<file path="src/rtl/ptmr_pkg.sv">
// Package: register map, field layout, modes and carriers of the periodic timer
package ptmr_pkg;
  localparam int CNT_W = 10;
  localparam logic [11:0] OFS_CTRL = 12'h000;
  localparam logic [11:0] OFS_PERIOD = 12'h004;
  localparam logic [11:0] OFS_DUTY = 12'h008;
  localparam logic [11:0] OFS_COUNT = 12'h00C;
  localparam logic [11:0] OFS_FLAGS = 12'h010;
  localparam int CTRL_RUN_POS = 8;
  localparam int FLAG_DUTY_POS = 0;
  localparam int FLAG_PERIOD_POS = 1;
  localparam logic [9:0] RST_COUNT = 10'h000;
  localparam logic [9:0] RST_COMPARE = 10'h000;
  localparam logic [1:0] SEL_CAPTURE = 2'h1;
  localparam logic [1:0] SEL_WAVE = 2'h2;
  localparam logic [1:0] PIN_FORCE_LO = 2'h0;
  localparam logic [1:0] PIN_FORCE_HI = 2'h1;
  localparam logic [1:0] PIN_PWM = 2'h2;
  localparam logic [1:0] PIN_PULSE = 2'h3;
  localparam logic [1:0] EDGE_RISE = 2'h0;
  localparam logic [1:0] EDGE_FALL = 2'h1;
  localparam logic [1:0] EDGE_BOTH = 2'h2;
  localparam logic [1:0] RESP_OKAY = 2'h0;
  localparam logic [1:0] RESP_SLVERR = 2'h2;

  // Control register bits 7..0
  typedef struct packed {
    logic [1:0] mode_select;
    logic [1:0] pin_function;
    logic output_control_bit;
    logic polarity_invert_bit;
    logic counter_clear_select;
    logic capture_source_select;
  } ptmr_ctrl_s;
  localparam ptmr_ctrl_s RST_CTRL = '0;

  typedef enum logic [3:0] {
    MODE_PWM = 4'h1,
    MODE_PULSE = 4'h2,
    MODE_CAPTURE = 4'h4,
    MODE_OTHER = 4'h8
  } ptmr_mode_e;
endpackage

</file>
<file path="src/rtl/ptmr_top.sv">
// Periodic 10-bit timer with PWM, single pulse and capture modes, AXI4-Lite slave
`timescale 1ns/10ps
`default_nettype none

// How it works
// - Mode field 10 with pin field 10 selects PWM output.
// - PWM: period value clears counter, duty value sets active part.
// - PWM: counter-clear select ignored; period match always clears.
// - PWM: separate flags for duty match and period match.
// - PWM: output control picks active level, polarity bit inverts pin.
// - PWM: pin field enables waveform or forces pin low or high.
// - PWM: with pin field 00 or 01 counter and compares keep running.
// - Period zero gives 1024 clocks, else period equals value.
// - Duty at or above period gives 100 percent active output.
// - Mode 10 with pin field 11 selects single pulse mode.
// - Single pulse: run bit rising starts counter, pulse leading edge.
// - Single pulse: trigger pin rising edge sets run bit itself.
// - Single pulse: duty match or software clears run, ending pulse.
// - Single pulse: counter returns to zero only on run rising.
// - Single pulse: period value and clear select are ignored.
// - Mode 01 selects capture; counter starts on run bit rising.
// - Capture: source select picks capture pin or trigger pin.
// - Capture: pin field picks rise, fall, both; 11 captures nothing.
// - Capture edge copies counter into duty value and raises flag.
// - Capture: counter runs regardless of pin until run falls.
// - Capture: period match clears counter, raises flag; zero means full range.
// - Capture: clear select, output control, polarity unused; no output.
// - Capture source select 0 is capture pin, 1 trigger pin.
// - Output control 0 is active low, 1 active high.
// - Counter and both compare values are 10 bits wide.
module ptmr_top
  import ptmr_pkg::*;
(
  input wire logic aclk,
  input wire logic aresetn,
  input wire logic [11:0] s_axi_awaddr,
  input wire logic s_axi_awvalid,
  output logic s_axi_awready,
  input wire logic [31:0] s_axi_wdata,
  input wire logic [3:0] s_axi_wstrb,
  input wire logic s_axi_wvalid,
  output logic s_axi_wready,
  output logic [1:0] s_axi_bresp,
  output logic s_axi_bvalid,
  input wire logic s_axi_bready,
  input wire logic [11:0] s_axi_araddr,
  input wire logic s_axi_arvalid,
  output logic s_axi_arready,
  output logic [31:0] s_axi_rdata,
  output logic [1:0] s_axi_rresp,
  output logic s_axi_rvalid,
  input wire logic s_axi_rready,
  input wire logic external_trigger_pin,
  input wire logic capture_input_pin,
  output logic timer_out_pin,
  output logic duty_match_flag,
  output logic period_match_flag
);

  function automatic ptmr_mode_e decode_mode(input ptmr_ctrl_s c);
    if (c.mode_select == SEL_CAPTURE) begin
      decode_mode = MODE_CAPTURE;
    end else if (c.mode_select == SEL_WAVE && c.pin_function == PIN_PULSE) begin
      decode_mode = MODE_PULSE;
    end else if (c.mode_select == SEL_WAVE) begin
      decode_mode = MODE_PWM;
    end else begin
      decode_mode = MODE_OTHER;
    end
  endfunction

  // Byte-lane merge of a write into a 16-bit field
  function automatic logic [15:0] merge16(input logic [15:0] old, input logic [31:0] d,
                                          input logic [3:0] s);
    merge16 = {s[1] ? d[15:8] : old[15:8], s[0] ? d[7:0] : old[7:0]};
  endfunction

  ptmr_ctrl_s ctrl;
  logic counter_run_bit;
  logic run_q;
  logic [9:0] period_compare_value;
  logic [9:0] duty_compare_value;
  logic [9:0] count;
  logic trig_q;
  logic cap_q;
  ptmr_mode_e mode;
  logic run_rise;
  logic period_hit;
  logic duty_hit;
  logic trig_rise;
  logic cap_src;
  logic cap_src_q;
  logic cap_edge;
  logic wave_active;
  logic next_out;
  logic wr_go;
  logic rd_go;
  logic wr_ctrl;
  logic wr_flags;
  logic [15:0] ctrl_merged;
  logic [15:0] period_merged;
  logic [15:0] duty_merged;

  assign mode = decode_mode(ctrl);
  assign run_rise = counter_run_bit && !run_q;
  // Zero period wraps at 1023, giving 1024 clocks
  // A stale count in the restart cycle must not match
  assign period_hit = counter_run_bit && !run_rise &&
                      (count == period_compare_value - 10'h001);
  assign duty_hit = counter_run_bit && !run_rise && (count == duty_compare_value);
  assign trig_rise = external_trigger_pin && !trig_q;
  assign cap_src = ctrl.capture_source_select ? external_trigger_pin : capture_input_pin;
  assign cap_src_q = ctrl.capture_source_select ? trig_q : cap_q;
  assign wr_go = s_axi_awvalid && s_axi_wvalid && !s_axi_bvalid;
  assign rd_go = s_axi_arvalid && !s_axi_rvalid;
  assign wr_ctrl = wr_go && s_axi_awaddr == OFS_CTRL;
  assign wr_flags = wr_go && s_axi_awaddr == OFS_FLAGS;
  assign ctrl_merged = merge16({7'h00, counter_run_bit, ctrl}, s_axi_wdata, s_axi_wstrb);
  assign period_merged = merge16({6'h00, period_compare_value}, s_axi_wdata, s_axi_wstrb);
  assign duty_merged = merge16({6'h00, duty_compare_value}, s_axi_wdata, s_axi_wstrb);

  always_comb begin
    case (ctrl.pin_function)
      EDGE_RISE: cap_edge = cap_src && !cap_src_q;
      EDGE_FALL: cap_edge = !cap_src && cap_src_q;
      EDGE_BOTH: cap_edge = cap_src != cap_src_q;
      default: cap_edge = 1'b0;
    endcase
  end

  // Active part of the PWM period; full duty when duty reaches the period
  always_comb begin
    wave_active = ({1'b0, duty_compare_value} >=
                   {period_compare_value == 10'h000, period_compare_value}) ||
                  (count < duty_compare_value);
  end

  always_comb begin
    case (mode)
      MODE_PWM: begin
        case (ctrl.pin_function)
          PIN_FORCE_LO: next_out = 1'b0;
          PIN_FORCE_HI: next_out = 1'b1;
          default: next_out = (ctrl.output_control_bit ? wave_active : !wave_active)
                              ^ ctrl.polarity_invert_bit;
        endcase
      end
      MODE_PULSE: next_out = (ctrl.output_control_bit ? counter_run_bit : !counter_run_bit)
                             ^ ctrl.polarity_invert_bit;
      MODE_CAPTURE: next_out = 1'b0;
      default: next_out = 1'b0;
    endcase
  end

  always_ff @(posedge aclk) begin
    if (!aresetn) begin
      trig_q <= 1'b0;
      cap_q <= 1'b0;
      run_q <= 1'b0;
    end else begin
      trig_q <= external_trigger_pin;
      cap_q <= capture_input_pin;
      run_q <= counter_run_bit;
    end
  end

  always_ff @(posedge aclk) begin
    if (!aresetn) begin
      ctrl <= RST_CTRL;
    end else if (wr_ctrl) begin
      ctrl <= ctrl_merged[7:0];
    end
  end

  // Hardware set by trigger wins over a simultaneous software clear
  always_ff @(posedge aclk) begin
    if (!aresetn) begin
      counter_run_bit <= 1'b0;
    end else if (mode == MODE_PULSE && trig_rise) begin
      counter_run_bit <= 1'b1;
    end else if (wr_ctrl) begin
      counter_run_bit <= ctrl_merged[CTRL_RUN_POS];
    end else if (mode == MODE_PULSE && duty_hit) begin
      counter_run_bit <= 1'b0;
    end
  end

  always_ff @(posedge aclk) begin
    if (!aresetn) begin
      count <= RST_COUNT;
    end else if (run_rise) begin
      count <= RST_COUNT;
    end else if (counter_run_bit) begin
      if (mode != MODE_PULSE && period_hit) begin
        count <= RST_COUNT;
      end else begin
        count <= count + 10'h001;
      end
    end
  end

  always_ff @(posedge aclk) begin
    if (!aresetn) begin
      period_compare_value <= RST_COMPARE;
    end else if (wr_go && s_axi_awaddr == OFS_PERIOD) begin
      period_compare_value <= period_merged[9:0];
    end
  end

  // Capture takes precedence over a software write in the same cycle
  always_ff @(posedge aclk) begin
    if (!aresetn) begin
      duty_compare_value <= RST_COMPARE;
    end else if (mode == MODE_CAPTURE && counter_run_bit && cap_edge) begin
      duty_compare_value <= count;
    end else if (wr_go && s_axi_awaddr == OFS_DUTY) begin
      duty_compare_value <= duty_merged[9:0];
    end
  end

  // Sticky flags, write one to clear, a new event wins
  always_ff @(posedge aclk) begin
    if (!aresetn) begin
      duty_match_flag <= 1'b0;
    end else if ((mode == MODE_CAPTURE) ? (counter_run_bit && cap_edge)
                                        : (mode != MODE_OTHER && duty_hit)) begin
      duty_match_flag <= 1'b1;
    end else if (wr_flags && s_axi_wstrb[0] && s_axi_wdata[FLAG_DUTY_POS]) begin
      duty_match_flag <= 1'b0;
    end
  end

  always_ff @(posedge aclk) begin
    if (!aresetn) begin
      period_match_flag <= 1'b0;
    end else if ((mode == MODE_PWM || mode == MODE_CAPTURE) && period_hit) begin
      period_match_flag <= 1'b1;
    end else if (wr_flags && s_axi_wstrb[0] && s_axi_wdata[FLAG_PERIOD_POS]) begin
      period_match_flag <= 1'b0;
    end
  end

  always_ff @(posedge aclk) begin
    if (!aresetn) begin
      timer_out_pin <= 1'b0;
    end else begin
      timer_out_pin <= next_out;
    end
  end

  always_ff @(posedge aclk) begin
    if (!aresetn) begin
      s_axi_awready <= 1'b0;
      s_axi_wready <= 1'b0;
      s_axi_bvalid <= 1'b0;
      s_axi_bresp <= RESP_OKAY;
    end else begin
      s_axi_awready <= wr_go && !s_axi_awready;
      s_axi_wready <= wr_go && !s_axi_awready;
      if (wr_go && !s_axi_awready) begin
        s_axi_bvalid <= 1'b1;
        case (s_axi_awaddr)
          OFS_CTRL, OFS_PERIOD, OFS_DUTY, OFS_COUNT, OFS_FLAGS: s_axi_bresp <= RESP_OKAY;
          default: s_axi_bresp <= RESP_SLVERR;
        endcase
      end else if (s_axi_bready) begin
        s_axi_bvalid <= 1'b0;
      end
    end
  end

  always_ff @(posedge aclk) begin
    if (!aresetn) begin
      s_axi_arready <= 1'b0;
      s_axi_rvalid <= 1'b0;
      s_axi_rdata <= 32'h00000000;
      s_axi_rresp <= RESP_OKAY;
    end else begin
      s_axi_arready <= rd_go && !s_axi_arready;
      if (rd_go && !s_axi_arready) begin
        s_axi_rvalid <= 1'b1;
        s_axi_rresp <= RESP_OKAY;
        case (s_axi_araddr)
          OFS_CTRL: s_axi_rdata <= {23'h000000, counter_run_bit, ctrl};
          OFS_PERIOD: s_axi_rdata <= {22'h000000, period_compare_value};
          OFS_DUTY: s_axi_rdata <= {22'h000000, duty_compare_value};
          OFS_COUNT: s_axi_rdata <= {22'h000000, count};
          OFS_FLAGS: s_axi_rdata <= {30'h00000000, period_match_flag, duty_match_flag};
          default: begin
            s_axi_rdata <= 32'h00000000;
            s_axi_rresp <= RESP_SLVERR;
          end
        endcase
      end else if (s_axi_rready) begin
        s_axi_rvalid <= 1'b0;
      end
    end
  end

  a_pwm_period_wrap: assert property (@(posedge aclk) disable iff (!aresetn)
    (mode == MODE_PWM && counter_run_bit && !run_rise && period_hit && !wr_ctrl)
      |=> count == 10'h000 && period_match_flag)
    else $error("pwm counter not cleared on period match");

  a_full_period: assert property (@(posedge aclk) disable iff (!aresetn)
    (mode == MODE_PWM && counter_run_bit && !run_rise && period_compare_value == 10'h000 &&
     count == 10'h3FF) |=> count == 10'h000 && period_match_flag)
    else $error("zero period did not wrap after 1024 clocks");

  a_pwm_full_duty: assert property (@(posedge aclk) disable iff (!aresetn)
    (mode == MODE_PWM && ctrl.pin_function == PIN_PWM && !ctrl.polarity_invert_bit &&
     ctrl.output_control_bit && duty_compare_value >= period_compare_value &&
     period_compare_value != 10'h000) |=> timer_out_pin)
    else $error("full duty output not active");

  a_pin_forced: assert property (@(posedge aclk) disable iff (!aresetn)
    (mode == MODE_PWM && ctrl.pin_function == PIN_FORCE_HI) |=> timer_out_pin)
    else $error("forced high pin not high");

  a_pulse_trigger: assert property (@(posedge aclk) disable iff (!aresetn)
    (mode == MODE_PULSE && trig_rise) |=> counter_run_bit)
    else $error("trigger edge did not set run");

  a_pulse_end: assert property (@(posedge aclk) disable iff (!aresetn)
    (mode == MODE_PULSE && duty_hit && !trig_rise && !wr_ctrl)
      |=> !counter_run_bit && duty_match_flag)
    else $error("duty match did not end pulse");

  a_run_restart: assert property (@(posedge aclk) disable iff (!aresetn)
    run_rise |=> count == 10'h000 || (counter_run_bit && count == 10'h001))
    else $error("counter not restarted from zero");

  a_capture_load: assert property (@(posedge aclk) disable iff (!aresetn)
    (mode == MODE_CAPTURE && counter_run_bit && cap_edge)
      |=> duty_compare_value == $past(count) && duty_match_flag)
    else $error("capture did not load counter value");

  a_count_hold: assert property (@(posedge aclk) disable iff (!aresetn)
    (!counter_run_bit && !run_rise) |=> count == $past(count))
    else $error("counter moved while stopped");

  a_capture_no_out: assert property (@(posedge aclk) disable iff (!aresetn)
    mode == MODE_CAPTURE |=> !timer_out_pin)
    else $error("output driven in capture mode");

  a_pwm_flags: assert property (@(posedge aclk) disable iff (!aresetn)
    (mode == MODE_PWM && duty_hit) |=> duty_match_flag)
    else $error("duty match flag not raised");

  a_pulse_period_off: assert property (@(posedge aclk) disable iff (!aresetn)
    (mode == MODE_PULSE && !period_match_flag) |=> !period_match_flag)
    else $error("period flag raised in single pulse mode");

  a_pulse_count: assert property (@(posedge aclk) disable iff (!aresetn)
    (mode == MODE_PULSE && counter_run_bit && !run_rise)
      |=> count == $past(count) + 10'h001)
    else $error("pulse counter did not advance");

  a_capture_count: assert property (@(posedge aclk) disable iff (!aresetn)
    (mode == MODE_CAPTURE && counter_run_bit && !run_rise && !period_hit)
      |=> count == $past(count) + 10'h001)
    else $error("capture counter did not free run");

  a_capture_period: assert property (@(posedge aclk) disable iff (!aresetn)
    (mode == MODE_CAPTURE && period_hit)
      |=> count == 10'h000 && period_match_flag)
    else $error("capture period match not handled");

  a_capture_idle: assert property (@(posedge aclk) disable iff (!aresetn)
    (mode == MODE_CAPTURE && ctrl.pin_function == 2'h3 &&
     !(wr_go && s_axi_awaddr == OFS_DUTY))
      |=> duty_compare_value == $past(duty_compare_value))
    else $error("capture taken with edge select off");

endmodule

`default_nettype wire

</file>
<file path="config.mk">
export PLATFORM = sky130hd
export DESIGN_NAME = ptmr_top
export DESIGN_NICKNAME = d
export VERILOG_FILES = /design/src/rtl/ptmr_pkg.sv /design/src/rtl/ptmr_top.sv
export SDC_FILE = /design/constraint.sdc
export NUM_CORES = 1
export LEC_CHECK = 0
export ABC_AREA = 1
export BUFFER_PORTS_ARGS = -buffer_cell sky130_fd_sc_hd__buf_2
export CAP_MARGIN = 25
export CORE_UTILIZATION = 45
export DETAILED_ROUTE_END_ITERATION = 8
export GPL_TIMING_DRIVEN = 0
export PLACE_DENSITY_LB_ADDON = 0.15
export SLEW_MARGIN = 10
export SYNTH_ARGS = -nofsm -noshare
export SYNTH_HDL_FRONTEND = slang
export SYNTH_SLANG_ARGS = --single-unit
</file>
<file path="constraint.sdc">
create_clock -name aclk -period 2.4 [get_ports aclk]
set_input_delay 0.36 -clock aclk [delete_from_list [all_inputs] [get_ports aclk]]
set_output_delay 0.36 -clock aclk [all_outputs]
set_load 0.01 [all_outputs]
</file>
==> results of run 1 <==
==> state kept, by name (all words and copies together) (netlist names) <==
signal                flops
duty_match_flag           1
s_axi_arready             1
count                    10
s_axi_wready              1
counter_run_bit           1
cap_q                     1
s_axi_rvalid              1
trig_q                    1
ctrl                      8
period_match_flag         1
period_compare_value     10
run_q                     1
s_axi_rdata              10
s_axi_bvalid              1
timer_out_pin             1
duty_compare_value       10
s_axi_rresp               1
s_axi_bresp               1
==> kinds of logic (layout without fill, tap and decap cells) <==
kind of cell / Yosys count / count (layout)
buf+inv: 127 / 207
compound gates: 123 / 123
flops: 61 / 61
other cells: 1 / 24
fa+ha+maj: 27 / 27
simple gates: 240 / 240
xor+xnor: 23 / 23
==> critical path, delay by kind of cell (launching register included) <==
kind	cells	cell delay (ns)
AO/OA/AOI/OAI	4	0.63
buffers and inverters	4	0.54
AND/OR/NAND/NOR	2	0.42
flip-flops	1	0.36
adder cells (fa/ha/maj)	1	0.22
==> metal layers <==
layer,up-vias,part of all wire,global-route usage
met2,202,0.44,0.412
met1,1858,0.44,0.327
met5,-,0,0
li1,2108,-,-
met4,0,0.046,0.154
met3,38,0.076,0.0315
==> final cells by class <==
cell class              count  area, µm²  share of cell area
multi-input cells         437       2430               0.495
flip-flops and latches     61       1220               0.249
inverters                  89        339              0.0691
repair buffers             64        323              0.0658
plain buffers              38        263              0.0535
well taps                 108        135              0.0275
clock buffers               9        124              0.0252
clock inverters             7       75.1              0.0153
==> where the power goes <==
group	switching, W	internal, W
Sequential	0.00000553	0.00102
Combinational	0.000126	0.0000865
Clock	0.000456	0.000484
==> final timing paths <==
check | endpoint | cells past startpoint | from
worst max-delay path | duty_compare_value[6] | 11 | ctrl[0]
worst min-delay path | cap_q | 3 | capture_input_pin
worst min register to register | ctrl[1] | 2 | ctrl[1]
worst max register to register | duty_compare_value[6] | 11 | ctrl[0]
==> synthesized netlist by cell type, types with 2 or more instances <==
library cell	n	area [µm²]
nor3_2	2	20.0
or2_2	2	12.5
nand2_1	110	413
clkinv_1	2	7.51
nor3_1	7	35.0
dfxtp_1	61	1220
buf_2	3	15.0
o21ai_1	3	15.0
clkbuf_1	5	18.8
nand3_1	38	190
nand4_1	9	56.3
nor4_4	3	63.8
inv_2	8	30.0
nor2_2	7	43.8
a31oi_1	4	25.0
inv_1	78	293
o21ai_0	56	280
nand3_2	2	20.0
xor2_1	17	149
buf_4	27	203
nor2_1	50	188
nor4_1	3	18.8
o22ai_1	4	25.0
a21oi_1	48	240
ha_1	27	338
a21boi_0	2	15.0
xnor2_1	6	52.6
==> placed cells by master (no fill, tap or decap), types with 2 or more instances in the layout <==
master      synthesis  routed
nand2_1           110     110
inv_1              78      78
buf_2               3      66
dfxtp_1            61      60
nor2_1             50      50
o21ai_0            56      48
a21oi_1            48      48
nand3_1            38      38
buf_4              27      28
ha_1               27      27
conb_1              1      24
xor2_1             17      17
o21ai_1             3      10
nand4_1             9       9
clkbuf_8            0       9
inv_2               8       8
nor3_1              7       7
nor2_2              7       7
xnor2_1             6       6
clkbuf_1            5       5
a31oi_1             4       4
o22ai_1             4       4
nor4_1              3       3
nor4_4              3       3
or2_2               2       2
clkinv_1            2       2
nor3_2              2       2
buf_6               1       2
nand3_2             2       2
a21boi_0            2       2
clkinv_2            0       2
clkinvlp_4          0       2
==> what timing repair did <==
item,in CTS,in global routing
buffers inserted,0,1
pin swaps,0,1
gates cloned,0,0
setup endpoints to repair,3,10
resized for setup,1,14
hold buffers,0,0
==> metrics by stage <==
step / setup WS, ns / std cells / cell area [µm²] / total power (W)
floorplan: 0.485 / 625 / 4230 / 0.00118
global placement: 0.00308 / 796 / 4680 / 0.00126
detailed placement: -0.0385 / 796 / 4680 / 0.00126
CTS: 0.0591 / 812 / 4890 / 0.00219
global route: 0.0273 / 813 / 4910 / 0.00227
finish: 0.155 / 813 / 4910 / 0.00218
==> results.toml, run 1 <==
[setup_path]
slowest_delay_ns = 0.36
crit_top_cell = "inv_1"
cp.arrival_ns = 2.53
slowest_stage = "dfxtp_2"
cp_cell_sequence = "inv_1 > or2_2 > o21ai_2 > inv_1 > ha_1 > o31ai_4 > nand2_1 > inv_2 > buf_4 > o21ai_1 > a21oi_1"
worst-setup-path-type = "reg2reg"
r2r_setup_slack_ns = 0.16
crit_fanout = 10
startpoint_type = "flop"
crit_required_ns = 2.68
endpoint_kind = "flop"

[power]
power_leakage_nw = 2.32
power.density_nw_per_um2 = 444
peakVddDrop_uv = 271

[logic_synthesis]
synth-main-ff-cell = "dfxtp_1"
synth_compound_area_frac = 0.157
yosys_warnings = 0
ys_seq_area_frac = 0.295
synth_xor_area_frac = 0.0486
avgSynthCellArea_um2 = 6.89
ys_seq_elements = 61
synthDistinctLibCells = 45
yosys.area_share.simple = 0.273
synth_fa_ha_area_frac = 0.0815
netlist_instances = 602
synth_top_family_by_area = "simple AND/OR/NAND/NOR gates"
async_flop_share = 0
synth-edff-count = 0
netlist_area_um2 = 4150
synth_mux_area_frac = 0

[grt]
grt-ovfl-total = 0
antenna_found_initial = 0
grt_pass1_wl_mm = 18.9
grt_pass1_vias = 3961
grt.total_usage = 0.256
grt_max_degree = 13

[clocking]
cts_tree = "yes"
clk_pin_slew_ns = 0.07
worstSkewPairLatency_ns = 0.35
cts.sinks = 61
htreeDepth = 3
cts_root_buffer = "clkbuf_8"
cts_max_path_buffers = 2
numCtsBuffers = 9

[floorplan]
initial_core_util = 0.471
die_width_um = 98.0
core_um2 = 8810
die-area_um2 = 9600
rows = 34
io_pins = 113
fp.dieH_um = 98.0

[place]
gp_congestion = 0.940
dp_hpwl_mm = 9.30
portBuffers = 63

[detailed_routing]
drc = 8
dr_total_vias = 4206
first_iter_violations = 317
routedWlPerCell_um = 14.4
wirelength_mm = 11.7
dr.pass1.iters = 9
via_per_inst = 5.17
antenna_left = 0

[sta]
skew_ns = 0.00517
period_needed_ns = 2.24
final_max_slew_viol_count = 0
rsz0062_at_grt = "false"
tightest_slew_ns = 0.653
fin_hold_ws_ns = 0.218
slew-limit-headroom = 0.565
fmax_mhz = 446
finalSetupTns_ns = 0
timing.final.hold_violations = 0
finalCritPeriodShare = 0.935
setup_violations = 0

[min_path]
min_path_type = "in2reg"

[cells_and_area]
antennaDiodeCount = 0
drive_gt1_frac = 0.206
syn_to_final_growth_pct = 18.4
fill_cells = 883
fin_nets = 796
final_util = 0.557

[run_status]
status = "finished, violations left"
violations = "DRC"

[run]
maxCapViolations = 0
Power figures use the tool's default switching activity.
==> run 2: changes to the inputs <==
--- a/config.mk
+++ b/config.mk
@@ -8,7 +8,7 @@
 export ABC_AREA = 1
 export BUFFER_PORTS_ARGS = -buffer_cell sky130_fd_sc_hd__buf_2
 export CAP_MARGIN = 25
-export CORE_UTILIZATION = 45
+export CORE_UTILIZATION = 50
 export DETAILED_ROUTE_END_ITERATION = 8
 export GPL_TIMING_DRIVEN = 0
 export PLACE_DENSITY_LB_ADDON = 0.15
==> run 2 against run 1 <==
Compared with the run above: the flow now finishes without violations; design area barely moved; sequential cell count did not move; clock power rose by 2.9%; maximum frequency fell by 0.14%; worst setup slack got worse by 0.0030 ns; total power rose by 1.3%; count of clock-buffer cells in the layout rose by 3; register-to-register slack barely moved; first-iteration DRC count fell by 12%; critical path depth rose by 2; critical endpoint unchanged.
==> results.toml, run 2 (synthesized netlist as in run 1, its figures left out) <==
[power]
combinationalPowerShare = 0.096
internal-power_w = 0.00167
peakVddDrop_uv = 209
p_switching_w = 0.000540
switching_share = 0.245
seqPwrFrac = 0.466
power_leakage_nw = 2.33
power.density_nw_per_um2 = 450
clkPwrFrac = 0.438
p_total_w = 0.00221

[place]
gp_congestion = 0.931
portBuffers = 63
post-place-ws_ns = -0.0488
dp_hpwl_mm = 9.34

[floorplan]
initial_core_util = 0.526
fp.dieH_um = 93.1
die_width_um = 93.1
io_pins = 113
rows = 32
core_um2 = 7890
die-area_um2 = 8660

[run_status]
status = "completed"

[detailed_routing]
routedWlPerCell_um = 14.7
drc = 0
wirelength_mm = 11.9
dr_total_vias = 4226
dr.pass1.iters = 5
via_per_inst = 5.24
first_iter_violations = 280
antenna_left = 0

[setup_path]
cp_cell_sequence = "inv_1 > or2_2 > o21ai_2 > ha_1 > nand2_1 > o21ai_0 > nor2_1 > o31ai_4 > nand2_1 > inv_2 > buf_4 > o21ai_1 > a21oi_1"
r2r_start = "ctrl[0]"
rr_worst_depth = 13
r2r_end = "duty_compare_value[6]"
slowest_stage = "dfxtp_2"
worst-setup-path-type = "reg2reg"
startpoint_type = "flop"
slowest_delay_ns = 0.36
cp.arrival_ns = 2.47
crit_top_cell = "nand2_1"
crit_fanout = 10
cp_top_family = "simple AND/OR/NAND/NOR gates"
critical_path_buf_inv_count = 3
crit_required_ns = 2.63
endpoint_kind = "flop"
r2r_setup_slack_ns = 0.15

[cells_and_area]
syn_to_final_growth_pct = 18.5
final_cell_mix = "nand2_1 (110), inv_1 (78), buf_2 (66)"
antennaDiodeCount = 0
final_common_cell = "nand2_1"
fin_nets = 796
final_util = 0.623
drive_gt1_frac = 0.205

[sta]
finalCritPeriodShare = 0.937
period_needed_ns = 2.25
fmax_mhz = 445
fin_hold_ws_ns = 0.230
slew-limit-headroom = 0.545
rsz0062_at_grt = "false"
fin_ws_ns = 0.152
setup_violations = 0
skew_ns = 0.0101
final_max_slew_viol_count = 0
tightest_slew_ns = 0.683
timing.final.hold_violations = 0

[clocking]
cts_hold_buf = 0
htreeDepth = 3
cts_tree = "yes"
worstSkewPairLatency_ns = 0.34
cts_root_buffer = "clkbuf_8"
cts_max_path_buffers = 2
clk_pin_slew_ns = 0.07
cts.sinks = 61
numCtsBuffers = 9

[grt]
grt-ovfl-total = 0
grt.total_usage = 0.286
grt_pass1_vias = 3891
antenna_found_initial = 0
grt_pass1_wl_mm = 18.9
grt_max_degree = 11

[min_path]
worstHoldStart = "external_trigger_pin"
min_path_type = "in2reg"
min_to = "trig_q"
hold_path_depth = 3

[run]
maxCapViolations = 0
[run 2: cell count changes in the layout (fill, tap and decap cells not counted), sizes merged]
cell      previous run  this run
clkbuf              14        17
clkinv               5         4
clkinvlp             2         0
inv                 88        87
[run 2: worst max-delay path by stage]
stage                    startpoint               endpoint  slack, ns  cells after the start
2_1_floorplan               ctrl[0]  duty_compare_value[4]       0.49                     13
3_3_place_gp   external_trigger_pin  duty_compare_value[4]     -0.002                     10
3_5_place_dp   external_trigger_pin  duty_compare_value[4]      -0.05                     10
4_1_cts                     ctrl[0]  duty_compare_value[4]       0.06                     12
5_1_grt                     ctrl[0]  duty_compare_value[6]       0.04                     13
6_report                    ctrl[0]  duty_compare_value[6]       0.15                     13
[run 2: worst min-delay path, stage by stage]
cell and delay [ns]:
buf_2 0.10, nand2_1 0.05, inv_1 0.04
[run 2: repair_timing]
action | in CTS | in global routing
pin swaps | 0 | 1
gates resized for setup | 1 | 10
endpoints found under the setup margin | 4 | 10
gates cloned | 0 | 0
buffers inserted | 0 | 1
hold endpoints to repair | 0 | 0
[run 2: final cells by class]
| type | instances | area, µm² |
|---|---|---|
| plain buffers | 38 | 263 |
| clock buffers | 12 | 165 |
| clock inverters | 3 | 43.8 |
| fillers | 773 | 2980 |
| inverters | 89 | 339 |
| multi-input cells | 437 | 2430 |
| flip-flops and latches | 61 | 1220 |
| well taps | 102 | 128 |
| repair buffers | 64 | 323 |
[run 2: metal layers]
metal | up-vias | GRT usage | wire [µm]
met5 | - | 0 | 0
met4 | 0 | 0.131 | 444
met3 | 35 | 0.0472 | 998
met2 | 203 | 0.463 | 5280
met1 | 1875 | 0.373 | 5130
li1 | 2113 | - | -
[run 2: power by group through the flow]
stage	Clock, W	Combinational, W	Sequential [W]
final	0.000967	0.000213	0.00103
after CTS	0.000977	0.000210	0.00103
after global placement	0	0.000205	0.00105
after global routing	0.00102	0.000238	0.00103
after detailed placement	0	0.000208	0.00105
after floorplan	0	0.000121	0.00106
[run 2: stage by stage]
stage / instance area (µm²) / TNS (ns) / std cells
6_report: 4910 / 0 / 806
5_1_grt: 4910 / 0 / 806
4_1_cts: 4890 / 0 / 805
3_5_place_dp: 4670 / -0.169 / 790
3_3_place_gp: 4670 / -0.00217 / 790
2_1_floorplan: 4230 / 0 / 625
==> run 3: changes to the inputs <==
--- a/config.mk
+++ b/config.mk
@@ -8,7 +8,9 @@
 export ABC_AREA = 1
 export BUFFER_PORTS_ARGS = -buffer_cell sky130_fd_sc_hd__buf_2
 export CAP_MARGIN = 25
-export CORE_UTILIZATION = 50
+export CELL_PAD_IN_SITES_DETAIL_PLACEMENT = 1
+export CELL_PAD_IN_SITES_GLOBAL_PLACEMENT = 2
+export CORE_UTILIZATION = 28
 export DETAILED_ROUTE_END_ITERATION = 8
 export GPL_TIMING_DRIVEN = 0
 export PLACE_DENSITY_LB_ADDON = 0.15
==> run 3 against run 2 <==
Compared with the run above: clock skew down 0.0033 ns; core utilization shrank 27 points; sequential share of layout area shrank 0.98 points; via count is essentially flat; combinational power up 4%; largest cell class unchanged; critical path depth did not move; global-route usage is 8.1 points lower; sequential power about the same.
==> results.toml, run 3 (synthesized netlist as in run 1, its figures left out) <==
[run_status]
status = "completed"

[sta]
fin_hold_ws_ns = 0.218
setup_violations = 0
final_max_slew_viol_count = 0
fmax_mhz = 451
timing.final.hold_violations = 0
tightest_slew_ns = 0.719
fin_ws_ns = 0.183
skew_ns = 0.00686
period_needed_ns = 2.22
slew-limit-headroom = 0.521
rsz0062_at_grt = "false"
finalSetupTns_ns = 0
finalCritPeriodShare = 0.924

[grt]
grt_max_degree = 11
grt_pass1_wl_mm = 22.6
antenna_found_initial = 0
grt-ovfl-total = 0
grt.total_usage = 0.205
grt_pass1_vias = 4208

[setup_path]
cp_cell_sequence = "inv_1 > ha_1 > nand2_1 > nor2_1 > a21boi_1 > nor2_1 > nor2_1 > nand2_1 > nand2_1 > nand3_1 > nand2_1 > nand2_1 > a21oi_1"
endpoint_kind = "flop"
r2r_start = "duty_compare_value[9]"
startpoint_type = "flop"
crit_required_ns = 2.66
critPathLaunch = "duty_compare_value[9]"
crit_fanout = 3
worst-setup-path-type = "reg2reg"
slowest_stage = "dfxtp_1"
cp.arrival_ns = 2.48
critical_path_buf_inv_count = 1
crit_top_cell = "nand2_1"
cp_top_family = "simple AND/OR/NAND/NOR gates"
slowest_delay_ns = 0.33

[detailed_routing]
wirelength_mm = 14.9
via_per_inst = 4.75
first_iter_violations = 163
dr.pass1.iters = 4
routedWlPerCell_um = 16.8
dr_total_vias = 4222
drc = 0
antenna_left = 0

[floorplan]
rows = 44
die_width_um = 124
initial_core_util = 0.286
io_pins = 113
die-area_um2 = 15300
core_um2 = 14500
fp.dieH_um = 124

[place]
post-place-ws_ns = -0.0983
gp_congestion = 0.839
dp_hpwl_mm = 11.9
portBuffers = 63

[cells_and_area]
drive_gt1_frac = 0.201
fin_nets = 796
final_cell_mix = "nand2_1 (110), inv_1 (78), buf_2 (66)"
antennaDiodeCount = 0
syn_to_final_growth_pct = 23.3
final_common_cell = "nand2_1"

[min_path]
worstHoldStart = "capture_input_pin"
min_path_type = "in2reg"

[power]
peakVddDrop_uv = 329
power.density_nw_per_um2 = 510
power_leakage_nw = 2.38

[run]
maxCapViolations = 0

[clocking]
htreeDepth = 3
cts_tree = "yes"
numCtsBuffers = 9
clk_pin_slew_ns = 0.06
cts_root_buffer = "clkbuf_16"
cts.sinks = 61
cts_max_path_buffers = 2
cts_hold_buf = 0
worstSkewPairLatency_ns = 0.34
-- run 3: final cells by class --
type / count / area, µm²
Sequential cell: 61 / 1220
Multi-Input combinational cell: 437 / 2420
Clock buffer: 13 / 260
Fill cell: 1856 / 9370
Timing Repair Buffer: 64 / 323
Inverter: 89 / 339
Tap cell: 184 / 230
Clock inverter: 3 / 43.8
Buffer: 38 / 270
-- run 3: through the flow --
| stage | util | total power, W | instances | instance area (µm²) |
|---|---|---|---|---|
| floorplan | - | 0.00118 | 625 | 4230 |
| global placement | 0.330 | 0.00127 | 872 | 4780 |
| detailed placement | 0.330 | 0.00127 | 872 | 4780 |
| CTS | 0.352 | 0.00263 | 888 | 5090 |
| global route | 0.353 | 0.00271 | 889 | 5110 |
| finish | 0.353 | 0.00260 | 889 | 5110 |
-- run 3: worst paths after layout --
check / endpoint / slack, ns / depth (start not counted)
hold / removal: cap_q / 0.22 / 3
setup reg to reg: timer_out_pin / 0.18 / 13
hold reg to reg: ctrl[1] / 0.46 / 2
setup / recovery: timer_out_pin / 0.18 / 13
-- run 3: timing repair --
action,in CTS,in global routing
endpoints found under the setup margin,9,11
resized for setup,2,10
endpoints found under the hold margin,0,0
setup buffers,0,1
pin swaps,0,1
-- run 3: per-layer routing --
layer	track usage	part of all wire	wire, µm
met1	0.258	0.47	6990
met2	0.348	0.47	7000
met3	0.0357	0.040	596
met4	0.0753	0.022	330
met5	0	0	0
-- run 3: worst register-to-register path, stage by stage, from the launching register on --
cell and delay [ns]:
dfxtp_1 0.33, inv_1 0.11, ha_1 0.32, nand2_1 0.08, nor2_1 0.25, a21boi_1 0.31
nor2_1 0.12, nor2_1 0.17, nand2_1 0.08, nand2_1 0.06, nand3_1 0.06, nand2_1 0.07
nand2_1 0.05, a21oi_1 0.13
-- run 3: power breakdown --
part	internal, W	switching, W	leakage, nW
clock	0.000861	0.000491	0.150
combinational	0.0000861	0.000135	1.73
sequential	0.00102	0.00000606	0.494
